## config.mk

```make
export PLATFORM = sky130hd
export DESIGN_NAME = cfs_supervisor
export DESIGN_NICKNAME = d
export VERILOG_FILES = /design/src/logic/cfs_pkg.sv /design/src/logic/cfs_buf2.sv /design/src/logic/cfs_supervisor.sv
export SDC_FILE = /design/constraint.sdc
export NUM_CORES = 1
export LEC_CHECK = 0
export ABC_CLOCK_PERIOD_IN_PS = 4000
export BUFFER_PORTS_ARGS = -buffer_cell sky130_fd_sc_hd__buf_2
export CAP_MARGIN = 20
export CORE_MARGIN = 2
export CORE_UTILIZATION = 61
export CTS_CLUSTER_DIAMETER = 80
export CTS_CLUSTER_SIZE = 16
export DETAILED_ROUTE_END_ITERATION = 6
export PLACE_DENSITY_LB_ADDON = 0.12
export SETUP_SLACK_MARGIN = 0.02
export SLEW_MARGIN = 15
export SYNTH_ARGS = -nofsm -noshare
export SYNTH_HDL_FRONTEND = slang
export SYNTH_HIERARCHICAL = 1
export SYNTH_SLANG_ARGS = --single-unit
```

## constraint.sdc

```tcl
create_clock -name mclk -period 4 [get_ports mclk]
set_input_delay 0.4 -clock mclk [delete_from_list [all_inputs] [get_ports mclk]]
set_output_delay 0.4 -clock mclk [all_outputs]
set_load 0.05 [all_outputs]
```

## src/logic/cfs_pkg.sv

```systemverilog
// Purpose: Shared constants for the CAN transceiver fault supervisor
// Assumes: 20 MHz mclk; all times rounded to whole clock cycles
// Notes: Long timeouts are overridable at the top as parameters
package cfs_pkg;

  // Clock
  localparam int CLK_PERIOD_NS = 50;

  // Fault times in ns; minimum times round up
  localparam int DOM_CLAMP_TO_NS = 1000000;
  localparam int TXD_TO_NS = 1000000;
  localparam int SHORT_T_NS = 2000;
  localparam int RXC_T_NS = 10000;

  localparam int CNT_W = 16;
  localparam logic [CNT_W-1:0] DOM_CLAMP_CYC =
    CNT_W'((DOM_CLAMP_TO_NS + CLK_PERIOD_NS - 1) / CLK_PERIOD_NS);
  localparam logic [CNT_W-1:0] TXD_TO_CYC =
    CNT_W'((TXD_TO_NS + CLK_PERIOD_NS - 1) / CLK_PERIOD_NS);
  localparam logic [CNT_W-1:0] SHORT_CYC =
    CNT_W'((SHORT_T_NS + CLK_PERIOD_NS - 1) / CLK_PERIOD_NS);
  localparam logic [CNT_W-1:0] RXC_CYC =
    CNT_W'((RXC_T_NS + CLK_PERIOD_NS - 1) / CLK_PERIOD_NS);

  // Timed monitor slots
  localparam int NMON = 4;
  localparam int MON_CLAMP = 0;
  localparam int MON_TXTO = 1;
  localparam int MON_SHORT = 2;
  localparam int MON_RXC = 3;

  // Diagnostic flag positions
  localparam int FLAG_W = 7;
  localparam int FLG_CLAMP = 0;
  localparam int FLG_SHORT = 1;
  localparam int FLG_OTEMP = 2;
  localparam int FLG_RXC = 3;
  localparam int FLG_BUSF = 4;
  localparam int FLG_TXTO = 5;
  localparam int FLG_UV = 6;
  localparam logic [FLAG_W-1:0] FLAGS_RST = 7'h00;

  // Synchronised pin positions
  localparam int NPIN = 6;
  localparam int PIN_TXD = 0;
  localparam int PIN_BUSDOM = 1;
  localparam int PIN_RXFB = 2;
  localparam int PIN_OTEMP = 3;
  localparam int PIN_BUSSHORT = 4;
  localparam int PIN_UV = 5;
  // TXD and RXD feedback idle recessive (high)
  localparam logic [NPIN-1:0] PIN_RST = 6'h05;

  // Buffer
  localparam int BUF_W = FLAG_W;

  // Transceiver modes, Gray along off-wake-normal-rx only
  typedef enum logic [1:0] {
    CFS_OFF = 2'h0,
    CFS_WAKE = 2'h1,
    CFS_NORMAL = 2'h3,
    CFS_RXONLY = 2'h2
  } cfs_mode_e;

endpackage

```

## src/logic/cfs_buf2.sv

```systemverilog
// Purpose: Two-entry valid/ready buffer
// Assumes: Single clock, async active-low reset
// Notes: Outputs come straight from flops; full shows as in_ready low
`timescale 1ns/1ns
module cfs_buf2 #(
  parameter int W = 8
) (
  input wire logic mclk,
  input wire logic arst_n,
  input wire logic in_valid,
  input wire logic [W-1:0] in_data,
  output logic in_ready,
  output logic out_valid,
  output logic [W-1:0] out_data,
  input wire logic out_ready
);

  logic v1_q;
  logic [W-1:0] d1_q;
  logic push;
  logic pop;

  // Slot 1 free means room for a word
  assign in_ready = ~v1_q;
  assign push = in_valid & ~v1_q;
  assign pop = out_valid & out_ready;

  // Head in out_data, second word in slot 1
  always_ff @(posedge mclk or negedge arst_n)
  begin
    if (!arst_n)
    begin
      out_valid <= 1'b0;
      out_data <= '0;
      v1_q <= 1'b0;
      d1_q <= '0;
    end
    else if (pop)
    begin
      if (v1_q)
      begin
        out_data <= d1_q;
        v1_q <= push;
        if (push)
        begin
          d1_q <= in_data;
        end
      end
      else
      begin
        out_valid <= push;
        if (push)
        begin
          out_data <= in_data;
        end
      end
    end
    else if (push)
    begin
      if (!out_valid)
      begin
        out_valid <= 1'b1;
        out_data <= in_data;
      end
      else
      begin
        v1_q <= 1'b1;
        d1_q <= in_data;
      end
    end
  end

endmodule

```

## src/logic/cfs_supervisor.sv

```systemverilog
// Purpose: Fault supervision and mode side effects of a HS CAN transceiver
// Assumes: Mode commands, mask and clears come from an SPI decoder on mclk
// Notes: Pins are active as levels: TXD/RXD low means dominant
//
// Functional notes
// - Bus dominant longer than clamp timeout declares a clamp fault.
// - Clamp fault in normal mode forces receive-only mode and is reported in diagnostics.
// - Unmasked clamp flag pulls the interrupt output low.
// - Receive-only holds until host issues another mode command.
// - Detect TXD-to-RXD short and report it in diagnostics.
// - Short inhibits the transmitter until a later normal mode command.
// - Short pulls interrupt low unless its source is masked.
// - Overtemperature disables the driver stage.
// - Overtemperature recovery is automatic and keeps the mode.
// - After cooling, transmit waits for a TXD dominant-to-recessive edge.
// - RXD stuck recessive under bus traffic disables the transmitter.
// - RXD clamp inhibit lifts only on a normal mode command once the clamp has gone.
// - Bus line short sets bus-fault flag and interrupt unless masked.
// - Bus line shorts never change the transceiver mode.
// - Split output on in normal and receive-only, off otherwise.
// - Undervoltage comes only from the shared rail monitors.
// - TXD dominant too long stops driving until normal mode command.
// - Local failures in normal mode also force receive-only mode.
`timescale 1ns/1ns
module cfs_supervisor #(
  parameter logic [15:0] DOM_CLAMP_CYC = cfs_pkg::DOM_CLAMP_CYC,
  parameter logic [15:0] TXD_TO_CYC = cfs_pkg::TXD_TO_CYC
) (
  input wire logic mclk,
  input wire logic arst_n,
  // Microcontroller and analog pins, asynchronous
  input wire logic txd_pin,
  input wire logic bus_dom_pin,
  input wire logic rxd_fb_pin,
  input wire logic otemp_pin,
  input wire logic bus_short_pin,
  input wire logic rail_uv_pin,
  // SPI decoder side
  input wire logic mode_cmd_valid,
  input wire cfs_pkg::cfs_mode_e mode_cmd,
  input wire logic diag_clear,
  input wire logic [cfs_pkg::FLAG_W-1:0] int_mask,
  // Bus side
  output logic txd_drv,
  output logic drv_en,
  output logic split_en,
  // Microcontroller side
  output logic rxd_out,
  output logic int_n,
  // Status
  output cfs_pkg::cfs_mode_e mode_q,
  output logic [cfs_pkg::FLAG_W-1:0] diag_flags_q,
  // Diagnostic event stream
  output logic evt_valid,
  output logic [cfs_pkg::FLAG_W-1:0] evt_data,
  input wire logic evt_ready
);

  import cfs_pkg::*;

  logic [NPIN-1:0] pin_raw;
  logic [NPIN-1:0] s1_q;
  logic [NPIN-1:0] s2_q;
  logic txd_s;
  logic bus_dom_s;
  logic rxfb_s;
  logic otemp_s;
  logic bus_short_s;
  logic uv_s;
  logic [NMON-1:0] mon_cond;
  logic [NMON-1:0] hit_q;
  logic [CNT_W-1:0] thr [NMON];
  logic [FLAG_W-1:0] cause;
  logic [FLAG_W-1:0] cause_prev_q;
  logic [FLAG_W-1:0] evt;
  logic [FLAG_W-1:0] pend_q;
  logic buf_in_ready;
  logic push;
  logic txd_prev_q;
  logic txd_rise;
  logic ot_hold_q;
  logic short_blk_q;
  logic rxc_blk_q;
  logic txto_blk_q;
  logic cmd_normal;
  logic local_fail;
  logic drv_ok;
  cfs_mode_e mode_d;

  assign pin_raw[PIN_TXD] = txd_pin;
  assign pin_raw[PIN_BUSDOM] = bus_dom_pin;
  assign pin_raw[PIN_RXFB] = rxd_fb_pin;
  assign pin_raw[PIN_OTEMP] = otemp_pin;
  assign pin_raw[PIN_BUSSHORT] = bus_short_pin;
  assign pin_raw[PIN_UV] = rail_uv_pin;

  // Two-flop synchronisers; only s2 is read by logic
  always_ff @(posedge mclk or negedge arst_n)
  begin
    if (!arst_n)
    begin
      s1_q <= PIN_RST;
      s2_q <= PIN_RST;
    end
    else
    begin
      s1_q <= pin_raw;
      s2_q <= s1_q;
    end
  end

  assign txd_s = s2_q[PIN_TXD];
  assign bus_dom_s = s2_q[PIN_BUSDOM];
  assign rxfb_s = s2_q[PIN_RXFB];
  assign otemp_s = s2_q[PIN_OTEMP];
  assign bus_short_s = s2_q[PIN_BUSSHORT];
  // Shared rail monitor is the only undervoltage source
  assign uv_s = s2_q[PIN_UV];

  // Monitored conditions and their thresholds
  assign mon_cond[MON_CLAMP] = bus_dom_s;
  assign mon_cond[MON_TXTO] = ~txd_s;
  // Short: RXD driven recessive but pin pulled low with TXD dominant
  assign mon_cond[MON_SHORT] = rxd_out & ~rxfb_s & ~txd_s;
  // Clamp: RXD driven dominant yet pin stays recessive
  assign mon_cond[MON_RXC] = ~rxd_out & rxfb_s;
  assign thr[MON_CLAMP] = DOM_CLAMP_CYC;
  assign thr[MON_TXTO] = TXD_TO_CYC;
  assign thr[MON_SHORT] = SHORT_CYC;
  assign thr[MON_RXC] = RXC_CYC;

  // One duration counter per monitor, saturating at its threshold
  generate
    for (genvar i = 0; i < NMON; i++)
    begin : g_mon
      logic [CNT_W-1:0] cnt_q;
      always_ff @(posedge mclk or negedge arst_n)
      begin
        if (!arst_n)
        begin
          cnt_q <= '0;
          hit_q[i] <= 1'b0;
        end
        else if (!mon_cond[i])
        begin
          cnt_q <= '0;
          hit_q[i] <= 1'b0;
        end
        else if (cnt_q < thr[i])
        begin
          cnt_q <= cnt_q + 1'b1;
          hit_q[i] <= 1'b0;
        end
        else
        begin
          hit_q[i] <= 1'b1;
        end
      end
    end
  endgenerate

  // Fault causes in flag order; an event is a rising cause
  assign cause[FLG_CLAMP] = hit_q[MON_CLAMP];
  assign cause[FLG_SHORT] = hit_q[MON_SHORT];
  assign cause[FLG_OTEMP] = otemp_s;
  assign cause[FLG_RXC] = hit_q[MON_RXC];
  assign cause[FLG_BUSF] = bus_short_s;
  assign cause[FLG_TXTO] = hit_q[MON_TXTO];
  assign cause[FLG_UV] = uv_s;
  assign evt = cause & ~cause_prev_q;

  always_ff @(posedge mclk or negedge arst_n)
  begin
    if (!arst_n)
    begin
      cause_prev_q <= '0;
    end
    else
    begin
      cause_prev_q <= cause;
    end
  end

  // Sticky flags; a new event beats a clear in the same cycle
  always_ff @(posedge mclk or negedge arst_n)
  begin
    if (!arst_n)
    begin
      diag_flags_q <= FLAGS_RST;
    end
    else if (diag_clear)
    begin
      diag_flags_q <= evt;
    end
    else
    begin
      diag_flags_q <= diag_flags_q | evt;
    end
  end

  // Interrupt low while any unmasked flag stands
  always_ff @(posedge mclk or negedge arst_n)
  begin
    if (!arst_n)
    begin
      int_n <= 1'b1;
    end
    else
    begin
      int_n <= ~|(diag_flags_q & ~int_mask);
    end
  end

  assign cmd_normal = mode_cmd_valid & (mode_cmd == CFS_NORMAL);
  // Local failures that push the transceiver to receive-only
  assign local_fail = evt[FLG_SHORT] | evt[FLG_RXC] | evt[FLG_TXTO];

  // Mode machine; bus shorts and overtemperature leave it alone
  always_comb
  begin
    mode_d = mode_q;
    if (mode_cmd_valid)
    begin
      mode_d = mode_cmd;
    end
    case (mode_q)
      CFS_NORMAL:
      begin
        // Fault wins over a command landing in the same cycle
        if (evt[FLG_CLAMP] | local_fail)
        begin
          mode_d = CFS_RXONLY;
        end
      end
      CFS_RXONLY:
      begin
        if (evt[FLG_CLAMP] | local_fail)
        begin
          mode_d = CFS_RXONLY;
        end
      end
      CFS_OFF, CFS_WAKE:
      begin
        mode_d = mode_d;
      end
      default:
      begin
        mode_d = CFS_OFF;
      end
    endcase
  end

  always_ff @(posedge mclk or negedge arst_n)
  begin
    if (!arst_n)
    begin
      mode_q <= CFS_OFF;
    end
    else
    begin
      mode_q <= mode_d;
    end
  end

  // Transmit inhibits; set wins over the releasing command
  always_ff @(posedge mclk or negedge arst_n)
  begin
    if (!arst_n)
    begin
      short_blk_q <= 1'b0;
      rxc_blk_q <= 1'b0;
      txto_blk_q <= 1'b0;
    end
    else
    begin
      if (evt[FLG_SHORT])
      begin
        short_blk_q <= 1'b1;
      end
      else if (cmd_normal)
      begin
        short_blk_q <= 1'b0;
      end
      // Clamp inhibit cannot be lifted while the clamp persists
      if (evt[FLG_RXC])
      begin
        rxc_blk_q <= 1'b1;
      end
      else if (cmd_normal && !hit_q[MON_RXC])
      begin
        rxc_blk_q <= 1'b0;
      end
      if (evt[FLG_TXTO])
      begin
        txto_blk_q <= 1'b1;
      end
      else if (cmd_normal)
      begin
        txto_blk_q <= 1'b0;
      end
    end
  end

  // TXD dominant-to-recessive edge detector
  assign txd_rise = txd_s & ~txd_prev_q;

  always_ff @(posedge mclk or negedge arst_n)
  begin
    if (!arst_n)
    begin
      txd_prev_q <= 1'b1;
    end
    else
    begin
      txd_prev_q <= txd_s;
    end
  end

  // Overtemperature hold: released only by a TXD edge after cooling
  always_ff @(posedge mclk or negedge arst_n)
  begin
    if (!arst_n)
    begin
      ot_hold_q <= 1'b0;
    end
    else if (otemp_s)
    begin
      ot_hold_q <= 1'b1;
    end
    else if (txd_rise)
    begin
      ot_hold_q <= 1'b0;
    end
  end

  // Driver allowed only in normal mode with no block active
  assign drv_ok = (mode_q == CFS_NORMAL) & ~ot_hold_q & ~otemp_s
                & ~short_blk_q & ~rxc_blk_q & ~txto_blk_q
                & ~hit_q[MON_RXC] & ~uv_s;

  // Bus driver stage; recessive whenever disabled
  always_ff @(posedge mclk or negedge arst_n)
  begin
    if (!arst_n)
    begin
      drv_en <= 1'b0;
      txd_drv <= 1'b1;
    end
    else
    begin
      drv_en <= drv_ok;
      txd_drv <= drv_ok ? txd_s : 1'b1;
    end
  end

  // Receiver path and split termination by mode
  always_ff @(posedge mclk or negedge arst_n)
  begin
    if (!arst_n)
    begin
      rxd_out <= 1'b1;
      split_en <= 1'b0;
    end
    else
    begin
      // Reception keeps working in receive-only
      if (mode_q == CFS_NORMAL || mode_q == CFS_RXONLY)
      begin
        rxd_out <= ~bus_dom_s;
        split_en <= 1'b1;
      end
      else
      begin
        rxd_out <= 1'b1;
        split_en <= 1'b0;
      end
    end
  end

  // Pending events merge while the buffer is full, so none is lost
  assign push = |pend_q;

  always_ff @(posedge mclk or negedge arst_n)
  begin
    if (!arst_n)
    begin
      pend_q <= '0;
    end
    else if (push && buf_in_ready)
    begin
      pend_q <= evt;
    end
    else
    begin
      pend_q <= pend_q | evt;
    end
  end

  // Event words toward the SPI diagnostic reader
  cfs_buf2 #(
    .W(BUF_W)
  ) u_evt_buf (
    .mclk(mclk),
    .arst_n(arst_n),
    .in_valid(push),
    .in_data(pend_q),
    .in_ready(buf_in_ready),
    .out_valid(evt_valid),
    .out_data(evt_data),
    .out_ready(evt_ready)
  );

endmodule

```

==> out/results.tsv <==
stage	metric	value	unit
synth	sequential share of the synthesized area	0.6000	
layout	share of cells above drive strength 1	0.1833	
placement	routability cong.	0.8222	
synth	top cells by count, synth	121 x dfrtp_1, 39 x o21ai_0, 31 x a21oi_1	
cts	CTS Buffer Depth	2	
timing	# setup viols final	0	
placement	DPL Wire Length	6721	um
hold_path	Hold Crit Class	in2reg	
run	max_cap viols	0	
run_status	status	finished clean	
timing	fmax	462.8	MHz
drt	DRT iter0 DRCs	219	
synth	simple logic cell fraction of the synthesized area	0.1871	
worst_setup_path	required time of the critical path	4.43	ns
timing	crit share post-route	0.5402	
synth	adder-cell share of the synthesized area	0.009274	
cts	Sink Count	129	
worst_setup_path	Worst R2R Setup Slack	1.84	ns
cts	CTS resizes	0	
layout	Nets	562	
pwr	Final Power	0.003570	W
drt	drc violations	0	
synth	area share of the largest cell type after synthesis	0.5611	
global_routing	initial antenna violation count	0	
worst_setup_path	crit path to	g_mon[0].cnt_q[6]	
die	I/O pin count	42	
die	FP Rows	34	
worst_setup_path	FF-to-FF path depth	4	
synth	post-synth cell types	52	
synth	area leader, netlist	dfrtp_1	
timing	Setup TNS	0	ns
drt	vias per std cell	5.865	
layout	Layout area overhead	17.64	%
layout	Finished Core Util	0.7351	
layout	Reg area	0.003238	mm^2
global_routing	total congestion overflow	0	
pwr	Peak VDD IR	0.3355	mV
synth	asr flop ratio synth	1.000	
worst_setup_path	critical path class	reg2reg	
die	Initial Util	0.6249	
layout	Layout Cells excl Fill	659	
synth	count leader, synth	dfrtp_1	
synth	synthesized net count	507	
global_routing	Tot GR Track Use	0.2401	
layout	n_diodes	0	
worst_setup_path	RR Startpoint	g_mon[0].cnt_q[8]	
cts	H-tree depth	4	
synth	Post-Syn Instances	483	
placement	Cells after DPL	619	
die	core area	0.008636	mm^2
timing	Pins Over Slew Limit	0	
pwr	Leak Pwr	2.868	nW
placement	PortBufs	41	
timing	unrepaired setup endpoints after global routing	no	
layout	area of the multi-input gates	0.001993	mm^2
timing	hold_ws	0.1069	ns
die	Die Footprint	0.009615	mm^2
synth	synth warn	6	
drt	DR WL/cell	16.19	um
synth	post-synthesis compound-gate area fraction	0.1180	
synth	flops & latches, synth	129	
global_routing	vias in the first global route	3898	
synth	dominant synthesized flop cell	dfrtp_1	
timing	Worst Tran Pin Value	1.011	ns
worst_setup_path	Crit Reg-Reg Endpoint	g_mon[0].cnt_q[6]	
pwr	pwr dens	562.4	mW/mm^2
timing	final hold viol count	0	
synth	syn avg cell area	11.17	um^2
worst_setup_path	Worst Setup SP	g_mon[0].cnt_q[8]	
die	die width	98.06	um
timing	Rel. slew slack	0.3232	
synth	mux contribution to synthesized area	0.04034	
cts	clk slew on worst S/H paths	0.06	ns
synth	Post-synth EDFFs	0	
synth	Synth Cell Area	0.005396	mm^2
synth	main combinational cell family by area after synthesis	simple AND/OR/NAND/NOR gates	
cts	CTS tree	done	
layout	fill count	613	
die	Die Y	98.06	um
worst_setup_path	worst-path maximum fanout	12	
drt	number of nets with antenna violations after routing	0	
drt	Post-Route WL	10670	um
synth	Post-Synth XOR/XNOR Area	0.01461	
cts	Post-CTS Setup Repair Bufs	0	
cts	cts bufs inserted	17	
worst_setup_path	CP Launch Type	flip-flop	
timing	post-route clock skew	0.006324	ns
synth	Area contributors post-synth	dfrtp_1 56%, dfstp_2 3.9%, o21ai_0 3.6%, a21oi_1 2.9%, and2_1 2.3%	
drt	Vias	3865	
drt	Detailed Routing Iterations Pass 1	4	
timing	minimum clock period after layout	2.161	ns
global_routing	first-pass GRT wire length	18370	um
cts	clk_lat worst skew	0.51	ns
cts	root buffer cell	clkbuf_8	
worst_setup_path	Critical Path End Type	flip-flop	
global_routing	largest net degree at the start of global routing	84	
worst_setup_path	Arrival @ worst endpoint	2.59	ns
==> placed cells by master, fill, tap and decap left out, types with 4 or more instances in the layout <==
cell,n
a211oi_1,8
a21oi_1,31
and2_1,20
and3_1,4
buf_2,40
clkbuf_16,16
clkinvlp_4,6
dfrtp_1,121
dfstp_2,8
dlygate4sd3_1,7
ha_1,4
inv_1,23
mux2_4,7
mux2i_1,9
nand2_1,25
nand2b_1,15
nand3_1,14
nand4_1,15
nand4b_1,4
nor2_1,25
nor2b_1,4
nor3_1,11
nor4_1,10
o21ai_0,39
o22ai_1,10
o31ai_1,4
or3_1,14
or4_1,5
xnor2_1,5
xor2_1,4
==> stage by stage <==
stage	setup slack (ns)	area, um^2
2_1_floorplan	2.108	5396
3_3_place_gp	1.941	5679
3_5_place_dp	1.885	5679
4_1_cts	1.858	6309
5_1_grt	1.746	6349
6_report	1.839	6349
==> how the worst min path moves through the flow <==
stage                                end      start  cells past startpoint
after floorplan                 cause[0]     arst_n                      0
after global placement           s2_q[4]    s1_q[4]                      0
after detailed placement         s2_q[5]    s1_q[5]                      0
after CTS                        s1_q[3]  otemp_pin                      1
after global routing      u_evt_buf/v1_q  evt_ready                      2
final                     u_evt_buf/v1_q  evt_ready                      2
==> repair_timing <==
| action | 4_1_cts | 5_1_grt |
|---|---|---|
| hold buffers | 5 | 2 |
| hold endpoints to repair | 5 | 41 |
| endpoints found under the setup margin | 0 | 0 |
==> flip-flops by register name (all words and copies together), names as in the netlist, 2 cells and up <==
register	cells
g_mon.cnt_q	64
u_evt_buf/out_data	7
pend_q	7
cause	4
mode_q	2
diag_flags_q	7
cause_prev_q	7
s2_q	6
u_evt_buf/d1_q	7
s1_q	6
==> routing by layer <==
layer / vias to the layer above / global-route usage / share of wire / wire, um
met4: 0 / 0.1015 / 0.024 / 254
li1: 1847 / - / - / -
met2: 106 / 0.3704 / 0.48 / 5096
met1: 1888 / 0.3263 / 0.45 / 4831
met3: 24 / 0.06442 / 0.045 / 484
met5: - / 0 / 0 / 0
==> kinds of logic after synthesis <==
logic type	after synthesis
and+or+nand+nor	178
DFF	129
AOI/OAI and AO/OA	106
buffers and inverters	39
muxes	18
xor gates and xnor gates	9
adders and majority gates	4
==> critical path: stages, from the launching register on <==
cell,delay (ns)
dfrtp_1,0.41
or4_4,0.57
a211o_1,0.40
or4_1,0.55
a21oi_1,0.15
==> final cells by class <==
type	instances	share of cell area
Clock inverter	13	0.02168
Inverter	24	0.01419
Timing Repair Buffer	51	0.04927
Tap cell	108	0.02129
Clock buffer	19	0.06957
Multi-Input combinational cell	315	0.3140
Sequential cell	129	0.5101
==> report_power, final <==
part | total [W] | switching (W) | internal, W
Clock | 0.00148 | 0.000561 | 0.000916
Sequential | 0.00150 | 0.0000967 | 0.00140
Combinational | 0.000591 | 0.000408 | 0.000184
Total | 0.00357 | 0.00107 | 0.00250
Note: power is estimated with default switching activity, not from simulation.
